<file path="config.mk">
export PLATFORM = sky130hd
export DESIGN_NAME = clk_ctrl
export DESIGN_NICKNAME = d
export VERILOG_FILES = /design/src/core/clk_ctrl_pkg.sv /design/src/core/clk_ctrl.sv /design/src/core/clk_prescaler.sv
export SDC_FILE = /design/constraint.sdc
export NUM_CORES = 1
export LEC_CHECK = 0
export BUFFER_PORTS_ARGS = -buffer_cell sky130_fd_sc_hd__buf_4
export CORE_UTILIZATION = 50
export CTS_CLUSTER_DIAMETER = 100
export DETAILED_ROUTE_END_ITERATION = 10
export PLACE_DENSITY = 0.71
export SYNTH_ARGS = -nofsm -noshare
export SYNTH_HDL_FRONTEND = slang
export SYNTH_HIERARCHICAL = 1
export SYNTH_SLANG_ARGS = --single-unit
</file>
<file path="constraint.sdc">
create_clock -name CLK_I -period 4.97 [get_ports CLK_I]
set_input_delay 0.2485 -clock CLK_I [delete_from_list [all_inputs] [get_ports CLK_I]]
set_output_delay 0.2485 -clock CLK_I [all_outputs]
set_load 0.03 [all_outputs]
</file>
<file path="src/core/clk_ctrl_pkg.sv">
// constants and types for the clock source, start-up and prescaler control
package clk_ctrl_pkg;
    // register offsets
    localparam logic [7:0] TRIM_OFFSET      = 8'h31;
    localparam logic [7:0] PRESCALE_OFFSET  = 8'h26;
    // prescale register fields
    localparam int         UNLOCK_BIT       = 7;
    localparam int         SEL_LSB          = 0;
    localparam logic [3:0] SEL_RESET_DIV8   = 4'h3;
    localparam logic [3:0] SEL_RESET_DIV1   = 4'h0;
    localparam logic [3:0] SEL_MAX          = 4'h8;
    localparam logic [2:0] UNLOCK_WINDOW    = 3'h4;
    // clock source select codes
    localparam logic [3:0] SRC_EXT          = 4'h0;
    localparam logic [3:0] SRC_RC8M         = 4'h2;
    localparam logic [3:0] SRC_RC128K       = 4'h4;
    localparam logic [3:0] SRC_LFXTAL       = 4'h6;
    // crystal mode codes (upper three select bits)
    localparam logic [2:0] XM_LOW           = 3'h4;
    localparam logic [2:0] XM_MID           = 3'h5;
    localparam logic [2:0] XM_HIGH          = 3'h6;
    localparam logic [2:0] XM_TOP           = 3'h7;
    // start-up counts in source clock cycles
    localparam logic [15:0] SU_6CK          = 16'h0006;
    localparam logic [15:0] SU_258CK        = 16'h0102;
    localparam logic [15:0] SU_1KCK         = 16'h0400;
    localparam logic [15:0] SU_16KCK        = 16'h4000;
    localparam logic [15:0] SU_32KCK        = 16'h8000;
    localparam logic [15:0] SU_14CK         = 16'h000e;
    localparam logic [15:0] SU_NONE         = 16'h0000;
    // reset delays in watchdog oscillator cycles
    localparam logic [13:0] WD_0MS          = 14'h0000;
    localparam logic [13:0] WD_4MS          = 14'h0200;
    localparam logic [13:0] WD_64MS         = 14'h2000;
    // brown-out settle time on wake, at 250 MHz
    localparam int         BOD_SETTLE_US    = 60;
    localparam int         CLK_MHZ          = 250;
    localparam int         BOD_SETTLE_CYC   = BOD_SETTLE_US * CLK_MHZ;

    typedef struct packed {
        logic [3:0] src_sel;
        logic [1:0] startup_time_select;
        logic       div8;
        logic       clk_out;
    } fuse_t;

    typedef struct packed {
        logic [15:0] osc_cycles;
        logic [13:0] wd_cycles;
        logic        reserved;
    } startup_t;

    typedef struct packed {
        logic [7:0] addr;
        logic [7:0] wdata;
        logic       wr;
        logic       rd;
    } reg_req_t;
endpackage : clk_ctrl_pkg

</file>
<file path="src/core/clk_ctrl.sv">
// clock source selection, start-up timing, prescaler and clock output
//
// The address-and-strobe port was left to the implementer.
`timescale 1ns/1ps
module clk_ctrl
    import clk_ctrl_pkg::*;
(
    // clock and reset
    input  wire logic       CLK_I,
    input  wire logic       ARST_N_I,
    // fuses (static, 0 means programmed) and calibration byte
    input  wire logic [3:0] CLOCK_SOURCE_SELECT_I,
    input  wire logic [1:0] STARTUP_TIME_SELECT_I,
    input  wire logic       DIVIDE_BY_EIGHT_DEFAULT_N_I,
    input  wire logic       CLOCK_OUTPUT_FUSE_N_I,
    input  wire logic [7:0] CALIBRATION_I,
    // source oscillator and watchdog oscillator ticks (asynchronous)
    input  wire logic       OSC_TICK_I,
    input  wire logic       WDT_TICK_I,
    // sleep wake-up and brown-out state
    input  wire logic       WAKE_I,
    input  wire logic       BROWNOUT_DETECTOR_OFF_I,
    // register port
    input  wire logic [7:0] ADDR_I,
    input  wire logic [7:0] WDATA_I,
    input  wire logic       WR_I,
    input  wire logic       RD_I,
    output logic      [7:0] RDATA_O,
    // system clocks and status
    output logic            CPU_RUN_O,
    output logic            SYS_TICK_O,
    output logic            SYS_CLK_O,
    output logic      [2:0] XTAL_MODE_O,
    output logic      [1:0] SOURCE_KIND_O,
    output logic            CLOCK_PIN_O,
    output logic            CLOCK_PIN_OE_O
);
    typedef enum logic [1:0] {
        ST_OSC, ST_RESET_DELAY, ST_RUN, ST_WAKE
    } su_state_t;

    fuse_t      fuse;
    reg_req_t   req;
    startup_t   su_sel;
    su_state_t  state_q;
    logic [7:0] trim_value_q;
    logic [3:0] prescale_select_q;
    logic       unlock_q;
    logic [2:0] unlock_cnt_q;
    logic [1:0] osc_sync_q;
    logic [1:0] wdt_sync_q;
    logic [1:0] wake_sync_q;
    logic       osc_prev_q;
    logic       wdt_prev_q;
    logic       wake_prev_q;
    logic       osc_edge;
    logic       wdt_edge;
    logic       wake_edge;
    logic [15:0] osc_cnt_q;
    logic [13:0] wd_cnt_q;
    logic [15:0] wake_cnt_q;
    logic       init_q;
    logic       tick;
    logic       clk_div;

    assign fuse = '{src_sel: CLOCK_SOURCE_SELECT_I,
                    startup_time_select:     STARTUP_TIME_SELECT_I,
                    div8:    ~DIVIDE_BY_EIGHT_DEFAULT_N_I,
                    clk_out: ~CLOCK_OUTPUT_FUSE_N_I};
    assign req  = '{addr: ADDR_I, wdata: WDATA_I, wr: WR_I, rd: RD_I};

    // reset delay in watchdog cycles for a two-bit code
    function automatic logic [13:0] wd_delay(input logic [1:0] code);
        unique case (code)
            2'b00:   wd_delay = WD_0MS;
            2'b01:   wd_delay = WD_4MS;
            default: wd_delay = WD_64MS;
        endcase
    endfunction : wd_delay

    // start-up table by source and start-up select
    always_comb begin
        su_sel = '{osc_cycles: SU_6CK, wd_cycles: WD_0MS, reserved: 1'b0};
        if (fuse.src_sel == SRC_LFXTAL) begin
            unique case (fuse.startup_time_select)
                2'b00: su_sel = '{SU_1KCK, WD_4MS, 1'b0};
                2'b01: su_sel = '{SU_1KCK, WD_64MS, 1'b0};
                2'b10: su_sel = '{SU_32KCK, WD_64MS, 1'b0};
                2'b11: su_sel = '{SU_32KCK, WD_64MS, 1'b1};
            endcase
        end else if (fuse.src_sel[3]) begin
            unique case ({fuse.src_sel[0], fuse.startup_time_select})
                3'b000: su_sel = '{SU_258CK + SU_14CK, WD_4MS, 1'b0};
                3'b001: su_sel = '{SU_258CK + SU_14CK, WD_64MS, 1'b0};
                3'b010: su_sel = '{SU_1KCK + SU_14CK, WD_0MS, 1'b0};
                3'b011: su_sel = '{SU_1KCK + SU_14CK, WD_4MS, 1'b0};
                3'b100: su_sel = '{SU_1KCK + SU_14CK, WD_64MS, 1'b0};
                3'b101: su_sel = '{SU_16KCK + SU_14CK, WD_0MS, 1'b0};
                3'b110: su_sel = '{SU_16KCK + SU_14CK, WD_4MS, 1'b0};
                3'b111: su_sel = '{SU_16KCK + SU_14CK, WD_64MS, 1'b0};
            endcase
        end else begin
            su_sel.osc_cycles = SU_6CK + SU_14CK;
            su_sel.wd_cycles  = wd_delay(fuse.startup_time_select);
            su_sel.reserved   = (fuse.startup_time_select == 2'b11);
        end
    end

    // two-stage synchronisers for the asynchronous oscillator ticks
    always_ff @(posedge CLK_I or negedge ARST_N_I) begin
        if (!ARST_N_I) begin
            osc_sync_q  <= 2'b00;
            wdt_sync_q  <= 2'b00;
            wake_sync_q <= 2'b00;
            osc_prev_q  <= 1'b0;
            wdt_prev_q  <= 1'b0;
            wake_prev_q <= 1'b0;
        end else begin
            osc_sync_q  <= {osc_sync_q[0], OSC_TICK_I};
            wdt_sync_q  <= {wdt_sync_q[0], WDT_TICK_I};
            wake_sync_q <= {wake_sync_q[0], WAKE_I};
            osc_prev_q  <= osc_sync_q[1];
            wdt_prev_q  <= wdt_sync_q[1];
            wake_prev_q <= wake_sync_q[1];
        end
    end
    assign osc_edge  = osc_sync_q[1] & ~osc_prev_q;
    assign wdt_edge  = wdt_sync_q[1] & ~wdt_prev_q;
    assign wake_edge = wake_sync_q[1] & ~wake_prev_q;

    // start-up sequencer: oscillator cycles, then watchdog-timed delay
    always_ff @(posedge CLK_I or negedge ARST_N_I) begin
        if (!ARST_N_I) begin
            state_q    <= ST_OSC;
            osc_cnt_q  <= 16'h0000;
            wd_cnt_q   <= 14'h0000;
            wake_cnt_q <= 16'h0000;
        end else begin
            unique case (state_q)
                ST_OSC: begin
                    if (osc_cnt_q >= su_sel.osc_cycles && !su_sel.reserved)
                    begin
                        state_q <= ST_RESET_DELAY;
                    end else if (osc_edge) begin
                        osc_cnt_q <= osc_cnt_q + 16'h0001;
                    end
                end
                ST_RESET_DELAY: begin
                    if (wd_cnt_q >= su_sel.wd_cycles) begin
                        state_q <= ST_RUN;
                    end else if (wdt_edge) begin
                        wd_cnt_q <= wd_cnt_q + 14'h0001;
                    end
                end
                ST_RUN: begin
                    if (wake_edge && BROWNOUT_DETECTOR_OFF_I) begin
                        state_q    <= ST_WAKE;
                        wake_cnt_q <= 16'h0000;
                    end
                end
                ST_WAKE: begin
                    if (wake_cnt_q >= 16'(BOD_SETTLE_CYC - 1)) begin
                        state_q <= ST_RUN;
                    end else begin
                        wake_cnt_q <= wake_cnt_q + 16'h0001;
                    end
                end
            endcase
        end
    end

    // trim register loads calibration just after reset release
    always_ff @(posedge CLK_I or negedge ARST_N_I) begin
        if (!ARST_N_I) begin
            init_q       <= 1'b1;
            trim_value_q <= 8'h00;
        end else if (init_q) begin
            init_q       <= 1'b0;
            trim_value_q <= CALIBRATION_I;
        end else if (req.wr && req.addr == TRIM_OFFSET) begin
            trim_value_q <= req.wdata;
        end
    end

    // prescale register with timed unlock
    always_ff @(posedge CLK_I or negedge ARST_N_I) begin
        if (!ARST_N_I) begin
            prescale_select_q <= SEL_RESET_DIV1;
            unlock_q          <= 1'b0;
            unlock_cnt_q      <= 3'h0;
        end else if (init_q) begin
            prescale_select_q <= fuse.div8 ? SEL_RESET_DIV8
                                           : SEL_RESET_DIV1;
        end else if (req.wr && req.addr == PRESCALE_OFFSET && unlock_q
                     && !req.wdata[UNLOCK_BIT]) begin
            prescale_select_q <= req.wdata[SEL_LSB +: 4];
            unlock_q          <= 1'b0;
        end else if (unlock_q) begin
            // rewriting the unlock value neither extends nor clears it
            unlock_cnt_q <= unlock_cnt_q + 3'h1;
            unlock_q     <= (unlock_cnt_q + 3'h1) < UNLOCK_WINDOW;
        end else if (req.wr && req.addr == PRESCALE_OFFSET
                     && req.wdata == 8'h80) begin
            unlock_q     <= 1'b1;
            unlock_cnt_q <= 3'h0;
        end
    end

    // reserved codes are held at divide-by-256 in the divider
    clk_prescaler u_prescaler (
        .clk_i     (CLK_I),
        .arst_n_i  (ARST_N_I),
        .sel_i     ((prescale_select_q > SEL_MAX) ? SEL_MAX
                                                  : prescale_select_q),
        .tick_o    (tick),
        .clk_div_o (clk_div)
    );

    // register read port, data one cycle after the strobe
    always_ff @(posedge CLK_I or negedge ARST_N_I) begin
        if (!ARST_N_I) begin
            RDATA_O <= 8'h00;
        end else if (req.rd) begin
            unique case (req.addr)
                TRIM_OFFSET:     RDATA_O <= trim_value_q;
                PRESCALE_OFFSET: RDATA_O <= {unlock_q, 3'b000,
                                             prescale_select_q};
                default:         RDATA_O <= 8'h00;
            endcase
        end else begin
            RDATA_O <= 8'h00;
        end
    end

    // divided clocks, run status and clock output pin
    always_ff @(posedge CLK_I or negedge ARST_N_I) begin
        if (!ARST_N_I) begin
            CPU_RUN_O      <= 1'b0;
            SYS_TICK_O     <= 1'b0;
            SYS_CLK_O      <= 1'b0;
            CLOCK_PIN_O    <= 1'b0;
            CLOCK_PIN_OE_O <= 1'b0;
        end else begin
            CPU_RUN_O      <= (state_q == ST_RUN);
            SYS_TICK_O     <= tick;
            SYS_CLK_O      <= clk_div;
            CLOCK_PIN_O    <= clk_div & fuse.clk_out
                              & (state_q == ST_RUN);
            CLOCK_PIN_OE_O <= fuse.clk_out;
        end
    end

    // oscillator mode and source kind for the analog side
    always_ff @(posedge CLK_I or negedge ARST_N_I) begin
        if (!ARST_N_I) begin
            XTAL_MODE_O   <= 3'h0;
            SOURCE_KIND_O <= 2'h0;
        end else begin
            XTAL_MODE_O   <= fuse.src_sel[3] ? fuse.src_sel[3:1]
                                             : 3'h0;
            unique case (fuse.src_sel)
                SRC_LFXTAL: SOURCE_KIND_O <= 2'h1;
                SRC_RC8M,
                SRC_RC128K,
                SRC_EXT:    SOURCE_KIND_O <= 2'h0;
                default:    SOURCE_KIND_O <= fuse.src_sel[3] ? 2'h2 : 2'h3;
            endcase
        end
    end
endmodule : clk_ctrl

</file>
<file path="src/core/clk_prescaler.sv">
// glitch-free power-of-two system clock prescaler
`timescale 1ns/1ps
module clk_prescaler
    import clk_ctrl_pkg::*;
(
    // clock and reset
    input  wire logic       clk_i,
    input  wire logic       arst_n_i,
    // selection
    input  wire logic [3:0] sel_i,
    // divided clock enable and level
    output logic            tick_o,
    output logic            clk_div_o
);
    logic [8:0] cnt_q;
    logic [3:0] cur_q;
    logic [3:0] pend_q;
    logic       chg_q;
    logic       wrap;
    logic [8:0] mask;

    assign mask = (9'h001 << cur_q) - 9'h001;
    assign wrap = (cnt_q & mask) == mask;
    assign tick_o = wrap;
    // the top bit of the live count is high for the second half period
    assign clk_div_o = (cur_q == 4'h0) ? 1'b1 : cnt_q[cur_q - 4'h1];

    // counter on the undivided clock; state not visible to software
    always_ff @(posedge clk_i or negedge arst_n_i) begin
        if (!arst_n_i) begin
            cnt_q <= 9'h000;
        end else if (wrap) begin
            cnt_q <= 9'h000;
        end else begin
            cnt_q <= cnt_q + 9'h001;
        end
    end

    // switch only at the end of a whole old period, then the new one starts
    always_ff @(posedge clk_i or negedge arst_n_i) begin
        if (!arst_n_i) begin
            cur_q  <= 4'h0;
            pend_q <= 4'h0;
            chg_q  <= 1'b0;
        end else begin
            if (sel_i != pend_q) begin
                pend_q <= sel_i;
                chg_q  <= 1'b1;
            end
            if (chg_q && wrap) begin
                cur_q <= pend_q;
                chg_q <= (sel_i != pend_q);
            end
        end
    end
endmodule : clk_prescaler

</file>
Yosys cells after proc, flatten, opt, wreduce, memory -nomap -nowiden --
Memories as Yosys holds them, arrays and structs flattened. Cells that the tools add are included.
Storage, ports and cells: memories kept 1, flip-flop bits (word level) 110, memory bits (read-only) 72
Memories:
- (name not given) | words 8, width 9, read ports 1, clocked after memory_dff 0, wr ports 0, line clk_ctrl.sv:92 | unique case ({fuse.src_sel[0], fuse.startup_time_select})
Cells by class: $add $sub $neg 7, equality and inequality tests 19, shift-type cells 1, muxes and demuxes 34, reductions and logical operators 25, bitwise logic cells 14, $lt $le $gt $ge 6
Operators by type and width (count):
- 31-bit one-hot mux with 4 select lines | 1
- 31-bit two-way mux | 2
- 16-bit by 1-bit adder with 16-bit output, second input constant | 2
- 16-bit two-way mux | 2
- 16-bit one-hot mux with 2 select lines | 1
- 14-bit one-hot mux with 2 select lines | 1
- 8-bit two-way mux | 3
- 8-bit by 6-bit == test with 1-bit output, second input constant | 2
- 16-bit by 14-bit greater-or-equal comparator with 1-bit output, second input constant | 1
- 16-bit greater-or-equal comparator | 1
- 8-bit one-hot mux with 2 select lines | 1
- 14-bit by 1-bit adder with 14-bit output, second input constant | 1
- 14-bit greater-or-equal comparator | 1
- 4-bit two-way mux | 3
- 3-bit AND reduction | 4
- 2-bit two-way mux | 5
- 2-bit != test, second input constant | 5
- 2-bit nonzero test | 5
- 9-bit by 1-bit adder with 9-bit output, second input constant | 1
- 9-bit AND | 1
- 9-bit == test | 1
- 3-bit two-way mux | 3
- 9-bit two-way mux | 1
- 1-bit by 4-bit left shift with 9-bit output, first input constant | 1
- 24 further kinds | 57

Longest topological paths before layout --
Gate-level depths: netlist of the first run.
word-level depth 8, depth in mapped cells 14, gate-level depth less buffers 13

By module --
The synthesis of the first run kept the hierarchy.
By module, submodules not included:
- clk_ctrl | area an instance 4399.2 sq um, instances 1, seq. area each 2303.5 sq um, cells each 407
- clk_prescaler | area an instance 1275.0 sq um, instances 1, seq. area each 450.4 sq um, cells each 127

Least setup slack after synthesis of the first run --
Ideal clock, no wire load.
kind input -> register, start point in CLOCK_SOURCE_SELECT_I[0], end point reg osc_cnt_q[12], data arrival time 2700 ps, buffers on the path 2, path slack 2190 ps, cell stages on the path 10, path through clkbuf_1 > o21ai_0 > o21ai_0 > ha_1 > a211o_1 > o41a_1 > o32a_4 > buf_6 > nor4_4 > xor2_1
On the way: word-level cells in the longest chain between the ends 7
Ends and longest elaborated chain:
- from (decl) | line clk_ctrl.sv:12 | input wire logic [3:0] CLOCK_SOURCE_SELECT_I,
- memory read 8 x 9 bit
- 31-bit two-way mux | line clk_ctrl.sv:91 | end else if (fuse.src_sel[3]) begin
- 31-bit two-way mux (*) | line clk_ctrl.sv:84 | if (fuse.src_sel == SRC_LFXTAL) begin
- 16-bit greater-or-equal comparator | line clk_ctrl.sv:141 | if (osc_cnt_q >= su_sel.osc_cycles && !su_sel.reserved)
- 1-bit logical AND (*) | line clk_ctrl.sv:141
- 1-bit NOT (no line) (*)
- 3-bit AND reduction (no line) (*)
- to (signal assigned) | line clk_ctrl.sv:145 | osc_cnt_q <= osc_cnt_q + 16'h0001;
- to (decl) | line clk_ctrl.sv:59 | logic [15:0] osc_cnt_q;
Every way passes the cells marked *; elsewhere a longest branch is shown, timed or not. A chain may end at the register's enable or synchronous reset.

Worst setup path after layout of the first run --
start point reg u_prescaler.cur_q[0], end point reg u_prescaler.cur_q[3]
On the way: word-level cells in the longest chain between the ends 5
Ends and longest elaborated chain:
- from (decl) | line clk_prescaler.sv:16 | logic [3:0] cur_q;
- from (signal assigned) | line clk_prescaler.sv:51 | cur_q <= pend_q;
- 1-bit by 4-bit left shift with 9-bit output (*) | line clk_prescaler.sv:22 | assign mask = (9'h001 << cur_q) - 9'h001;
- 9-bit by 1-bit subtractor with 9-bit output (*) | line clk_prescaler.sv:22
- 9-bit AND | line clk_prescaler.sv:23 | assign wrap = (cnt_q & mask) == mask;
- 9-bit == test (*) | line clk_prescaler.sv:23
- 1-bit logical AND (*) | line clk_prescaler.sv:50 | if (chg_q && wrap) begin
Marked as above.

==> metrics, run 1 <==
outcome finished clean; CP peak stage delay a little over 500 ps; Final #Nets approximately 650; Clock Latency Late Sink between 300 and 400 ps; Int Pwr between 1.5 and 2 mW; worst endpoint data arrival time 3080 ps; Max Fclk ~0.35 GHz; routed vias 4085; fin crit share 0.573; pwr/cell area 398 nW/um2; WL/cell around 15 um; Psw ~0.87 mW; post-cts resize count 0; port bufs 57; Slew headroom 0.297; Sequential Power Share 0.440; Yosys reg bits 110; crit path from u_prescaler/cur_q[0]; top_reg_cell synth dfrtp_1; Reg area approximately 2800 um2; top-area cell type share of the netlist area 0.481; area delta synth->final 14.2%; die footprint around 12000 um2; RSZ-0062 raised after global routing false; worst endpoint required time 5200 ps; setup TNS 0 ps; fin crit period approximately 2800 ps; worst r2r src u_prescaler/cur_q[0]; Antenna Nets Post-Route 0; Die X ~110 um; Setup Skew around 8.7 ps; Synth area leaders dfrtp_1, ha_1, xor2_1, nor2_1, xnor2_1; worst setup path end u_prescaler/cur_q[3]; Reg-to-Reg End u_prescaler/cur_q[3]; commonest non-fill, non-tap cell in the layout dfrtp_1; Final Max Tran Viols 0; Hold Crit Start WAKE_I; Clock H-tree levels 3; EDFF count, synth 0; CP max FO 12; TritonCTS clock tree yes; largest net degree at the start of global routing 57; Synth area leader dfrtp_1; Num CTS Buffers 9; max-cap viol count 0; Final Hold Vio Count 0; postcts setup bufs 0; Setup crit end kind register; most frequent cells in the layout dfrtp_1, buf_4, nor2_1; Initial Util 0.519; area occupied by multi-input gates approximately 2700 um2; Initial DRT Pass Iterations 4; Leak between 3 and 4 nW; Clk pwr share 0.258; syn nets between 600 and 700; VDD IR-drop max ~0.27 mV; die height ~110 um; Distinct cells, synth between 60 and 70; Overflow after GRT 0; Hold-fix buffers, CTS 3; HPWL Detailed ~7800 um; CTS Buffer Depth 2; clock sink count 110; post-synthesis average cell area about 11 um2; initial DRC count roughly 290; row cnt 38; Comb power frac 0.303; Post-Syn Area between 5000 and 6000 um2; Mapped Cells between 500 and 600; CP max stage cell dfrtp_1; Fillers between 900 and 1000; vias per cell 5.59; vias in the first global route about 3900; Critical Path Source Type register; Tightest Hold Check Type input pin to register; Tot Pwr around 2.6 mW; clk root buf clkbuf_16; Critical Path Most Common Cell ha_1; Worst-Margin Slew 1050 ps; first-pass GRT wire length between 15000 and 20000 um; DRC violations left 0; count of final setup violators 0; critical-path cell list inv_1 -> ha_1 -> nand2_1 -> ha_1 -> nand2b_2 -> o2111ai_1 -> nand4b_2 -> nor4_4 -> mux2_1; Top delay family on crit path simple AND/OR/NAND/NOR gates; reg2reg setup slack 2120 ps; Synth Warn # 6; share of layout cells above drive strength 1 0.157; total track usage 0.204; Seq/Total Area, Yosys 0.485; Placer Congestion around 0.85; area of the core 10900 um2; Routed Wire Length about 11000 um; Critical path buffers and inverters 1; # diodes 0; Async S/R FF share, synth 1.00; initial antenna violation count 0; worst reg2reg path depth 9; critical path class register to register; Net Sw Frac 0.338; WP depth 9; Clk pin slew, worst setup/hold paths approximately 70 ps; I/O pin cnt 58
state kept, by name, summed over array words and instances, names as in the netlist, 4 cells and up:
name / count
wd_cnt_q: 14
trim_value_q: 8
RDATA_O: 8
osc_cnt_q: 16
u_prescaler/cnt_q: 9
prescale_select_q: 4
u_prescaler/cur_q: 4
u_prescaler/pend_q: 4
wake_cnt_q: 16
cell usage after synthesis (all sizes together), types with 9 or more instances:
master and instances:
dfrtp 109, nor2 50, nand2 36, xor2 33, o21ai 29, ha 28, nand3 23, xnor2 21
inv 15, nor2b 15, nor3 14, mux2i 13, nand4 13, clkbuf 12, a21oi 10, buf 10
and3 9
worst min-delay path by stage:
stage	endpoint	depth (start not counted)
after floorplan	CLOCK_PIN_O	0
after global routing	wake_sync_q[0]	1
final	wake_sync_q[0]	1
after CTS	wake_sync_q[0]	1
after global placement	wake_sync_q[1]	0
after detailed placement	osc_sync_q[1]	0
through the flow:
step / cell area [um2] / utilization / worst slack, ps / cells / hold slack [ps]
finish: 6480 / 0.593 / 2120 / 731 / 17.5
global route: 6480 / 0.593 / 1870 / 731 / 2.44
CTS: 6480 / 0.593 / 2100 / 731 / 7.70
detailed placement: 6180 / 0.565 / 1850 / 712 / 338
global placement: 6180 / 0.565 / 2060 / 712 / 331
floorplan: 5670 / - / 2190 / 534 / -47.1
kinds of logic (layout without fill, tap and decap cells):
logic type | count (synthesis) | after routing | share of synthesized area
AND/OR/NAND/NOR | 210 | 210 | 0.206
flip-flops | 110 | 110 | 0.485
AO/OA/AOI/OAI | 72 | 72 | 0.0867
XOR/XNOR | 54 | 54 | 0.0834
buffers and inverters | 37 | 94 | 0.0304
adder cells (fa/ha/maj) | 28 | 28 | 0.0617
multiplexers | 22 | 22 | 0.0454
other | 1 | 1 | 0.000661
power by group through the flow:
stage | combinational [mW] | clock [mW] | sequential, mW
after floorplan | 0.581 | 0 | 1.14
after global placement | 0.754 | 0 | 1.14
after detailed placement | 0.780 | 0 | 1.15
after CTS | 0.787 | 0.682 | 1.13
after global routing | 0.869 | 0.720 | 1.15
final | 0.779 | 0.664 | 1.13
area by class of cell:
type                    count  area share
clock buffers              12      0.0365
well taps                 140      0.0270
flip-flops and latches    110       0.425
inverters                  15     0.00869
clock inverters             4     0.00463
repair buffers             63      0.0741
multi-input cells         387       0.424
metal layers:
metal,vias to the layer above,GRT usage,part of all wire
met2,60,0.340,0.51
met5,-,0,0
met3,11,0.0398,0.031
met4,0,0.0763,0.012
li1,1983,-,-
met1,2031,0.263,0.45
No activity file was read; power rests on OpenSTA's default activity.
==> run 2: changes to the inputs <==
--- a/config.mk
+++ b/config.mk
@@ -9,7 +9,7 @@
 export CORE_UTILIZATION = 50
 export CTS_CLUSTER_DIAMETER = 100
 export DETAILED_ROUTE_END_ITERATION = 10
-export PLACE_DENSITY = 0.71
+export PLACE_DENSITY = 0.74
 export SYNTH_ARGS = -nofsm -noshare
 export SYNTH_HDL_FRONTEND = slang
 export SYNTH_HIERARCHICAL = 1
==> constraint.sdc (replaced) <==
create_clock -name CLK_I -period 2.5 [get_ports CLK_I]
set_input_delay 0.125 -clock CLK_I [delete_from_list [all_inputs] [get_ports CLK_I]]
set_output_delay 0.125 -clock CLK_I [all_outputs]
set_load 0.03 [all_outputs]
==> metrics, run 2 (synthesized netlist as in run 1, its figures left out) <==
Tot Pwr approximately 5.6 mW; first-pass GRT wire length around 20000 um; max-cap viol count 0; Antenna Nets Post-Route 0; port bufs 57; placed cell area roughly 6400 um2; Overflow after GRT 0; share of layout cells above drive strength 1 0.227; TritonCTS clock tree yes; worst reg2reg path depth 8; fin crit period approximately 2400 ps; Leak between 3 and 4 nW; Worst-Margin Slew about 620 ps; die footprint roughly 12000 um2; pwr/cell area around 800 nW/um2; Tightest Hold Check Type input pin to register; Final Max Tran Viols 0; critical path class register to register; Initial Util 0.519; HPWL Detailed 8410 um; VDD IR-drop max around 0.54 mV; vias in the first global route roughly 4100; worst endpoint required time about 2700 ps; Clock Latency Late Sink 350 ps; # diodes 0; die height ~110 um; I/O pin cnt 58; Slew headroom 0.583; Max Fclk 0.413 GHz; biggest regs osc_cnt_q (16), wake_cnt_q (16), wd_cnt_q (14); worst endpoint data arrival time about 2700 ps; count of final setup violators 0; Placer Congestion 0.931; vias per cell ~5.6; initial antenna violation count 0; routed vias 4327; Clk pin slew, worst setup/hold paths approximately 80 ps; CP max FO 6; fin crit share 0.968; Final Hold Vio Count 0; Clock H-tree levels 3; Final Core Density 0.640; Setup Skew about 7 ps; clock sink count 110; Routed Wire Length 12100 um; most frequent cells in the layout dfrtp_1, buf_4, nor2_1; CTS Buffer Depth 2; row cnt 38; total track usage 0.212; outcome finished clean; Final #Nets ~700; initial DRC count ~290; area delta synth->final 23.4%; WL/cell between 15 and 20 um; Die X about 110 um; DRC violations left 0; Hold Path Cell Cnt 2; largest net degree at the start of global routing 52; area of the core around 11000 um2; commonest non-fill, non-tap cell in the layout dfrtp_1; Critical Path Source Type register; Initial DRT Pass Iterations 4; Final Instance Area 7000 um2; Setup crit end kind register; clk root buf clkbuf_16; Num CTS Buffers 9
run 2: cell count changes in the layout (fill, tap and decap cells not counted), moves of 3 or more:
cell / before / now
buf_4: 60 / 90
clkbuf_1: 3 / 0
dlygate4sd3_1: 3 / 14
ha_1: 28 / 23
ha_2: 0 / 3
inv_8: 0 / 3
o21ai_0: 28 / 25
run 2: final cells by class:
class,count,area [um2]
multi-input combinational,388,2870
clock inverter,7,88.8
timing repair buffer,105,836
fill,830,3930
tap,140,175
sequential,110,2750
inverter,15,56.3
clock buffer,9,225
run 2: timing repair:
action,CTS,global route
gates cloned,0,1
endpoints found under the hold margin,44,0
setup buffers,1,5
setup endpoints to repair,5,36
gates resized for setup,1,18
pin swaps,1,7
hold buffers,14,0
run 2: path summary, 6_finish.rpt:
kind | slack (ps) | end | startpoint
max | 80 | u_prescaler/cur_q[0] | u_prescaler/cur_q[0]
min | 5 | XTAL_MODE_O[0] | CLOCK_SOURCE_SELECT_I[1]
max reg2reg | 80 | u_prescaler/cur_q[0] | u_prescaler/cur_q[0]
min reg2reg | 350 | wdt_sync_q[1] | wdt_sync_q[0]
max in group asynchronous | 1510 | u_prescaler/cnt_q[1] | ARST_N_I
min in group asynchronous | 260 | XTAL_MODE_O[2] | ARST_N_I
run 2: stage by stage:
step	worst slack [ps]	TNS (ps)	instances	hold slack, ps
after global placement	-57.9	-186	737	82.6
after floorplan	14.2	0	534	-171
after CTS	6.74	0	768	4.36
after global routing	-27.4	-202	774	15.0
final	80.4	0	774	5.45
after detailed placement	-173	-2510	737	88.0
run 2: layer usage:
metal | global-route usage | part of all wire
met1 | 0.298 | 0.46
met2 | 0.343 | 0.50
met3 | 0.0229 | 0.026
met4 | 0.0763 | 0.015
met5 | 0 | 0
run 2: where the power goes:
part           internal [mW]  switching [mW]  total (mW)
Combinational          0.886           0.944        1.83
Clock                  0.805           0.699        1.50
Sequential              1.99           0.248        2.24
Total                   3.68            1.89        5.57
run 2: critical path, cell delays in order, from the launching register on:
cell	delay, ps
dfrtp_1	440
buf_4	180
ha_2	220
or4_1	550
a31oi_1	220
a41o_2	170
nor4_4	50
buf_4	170
mux2_1	310
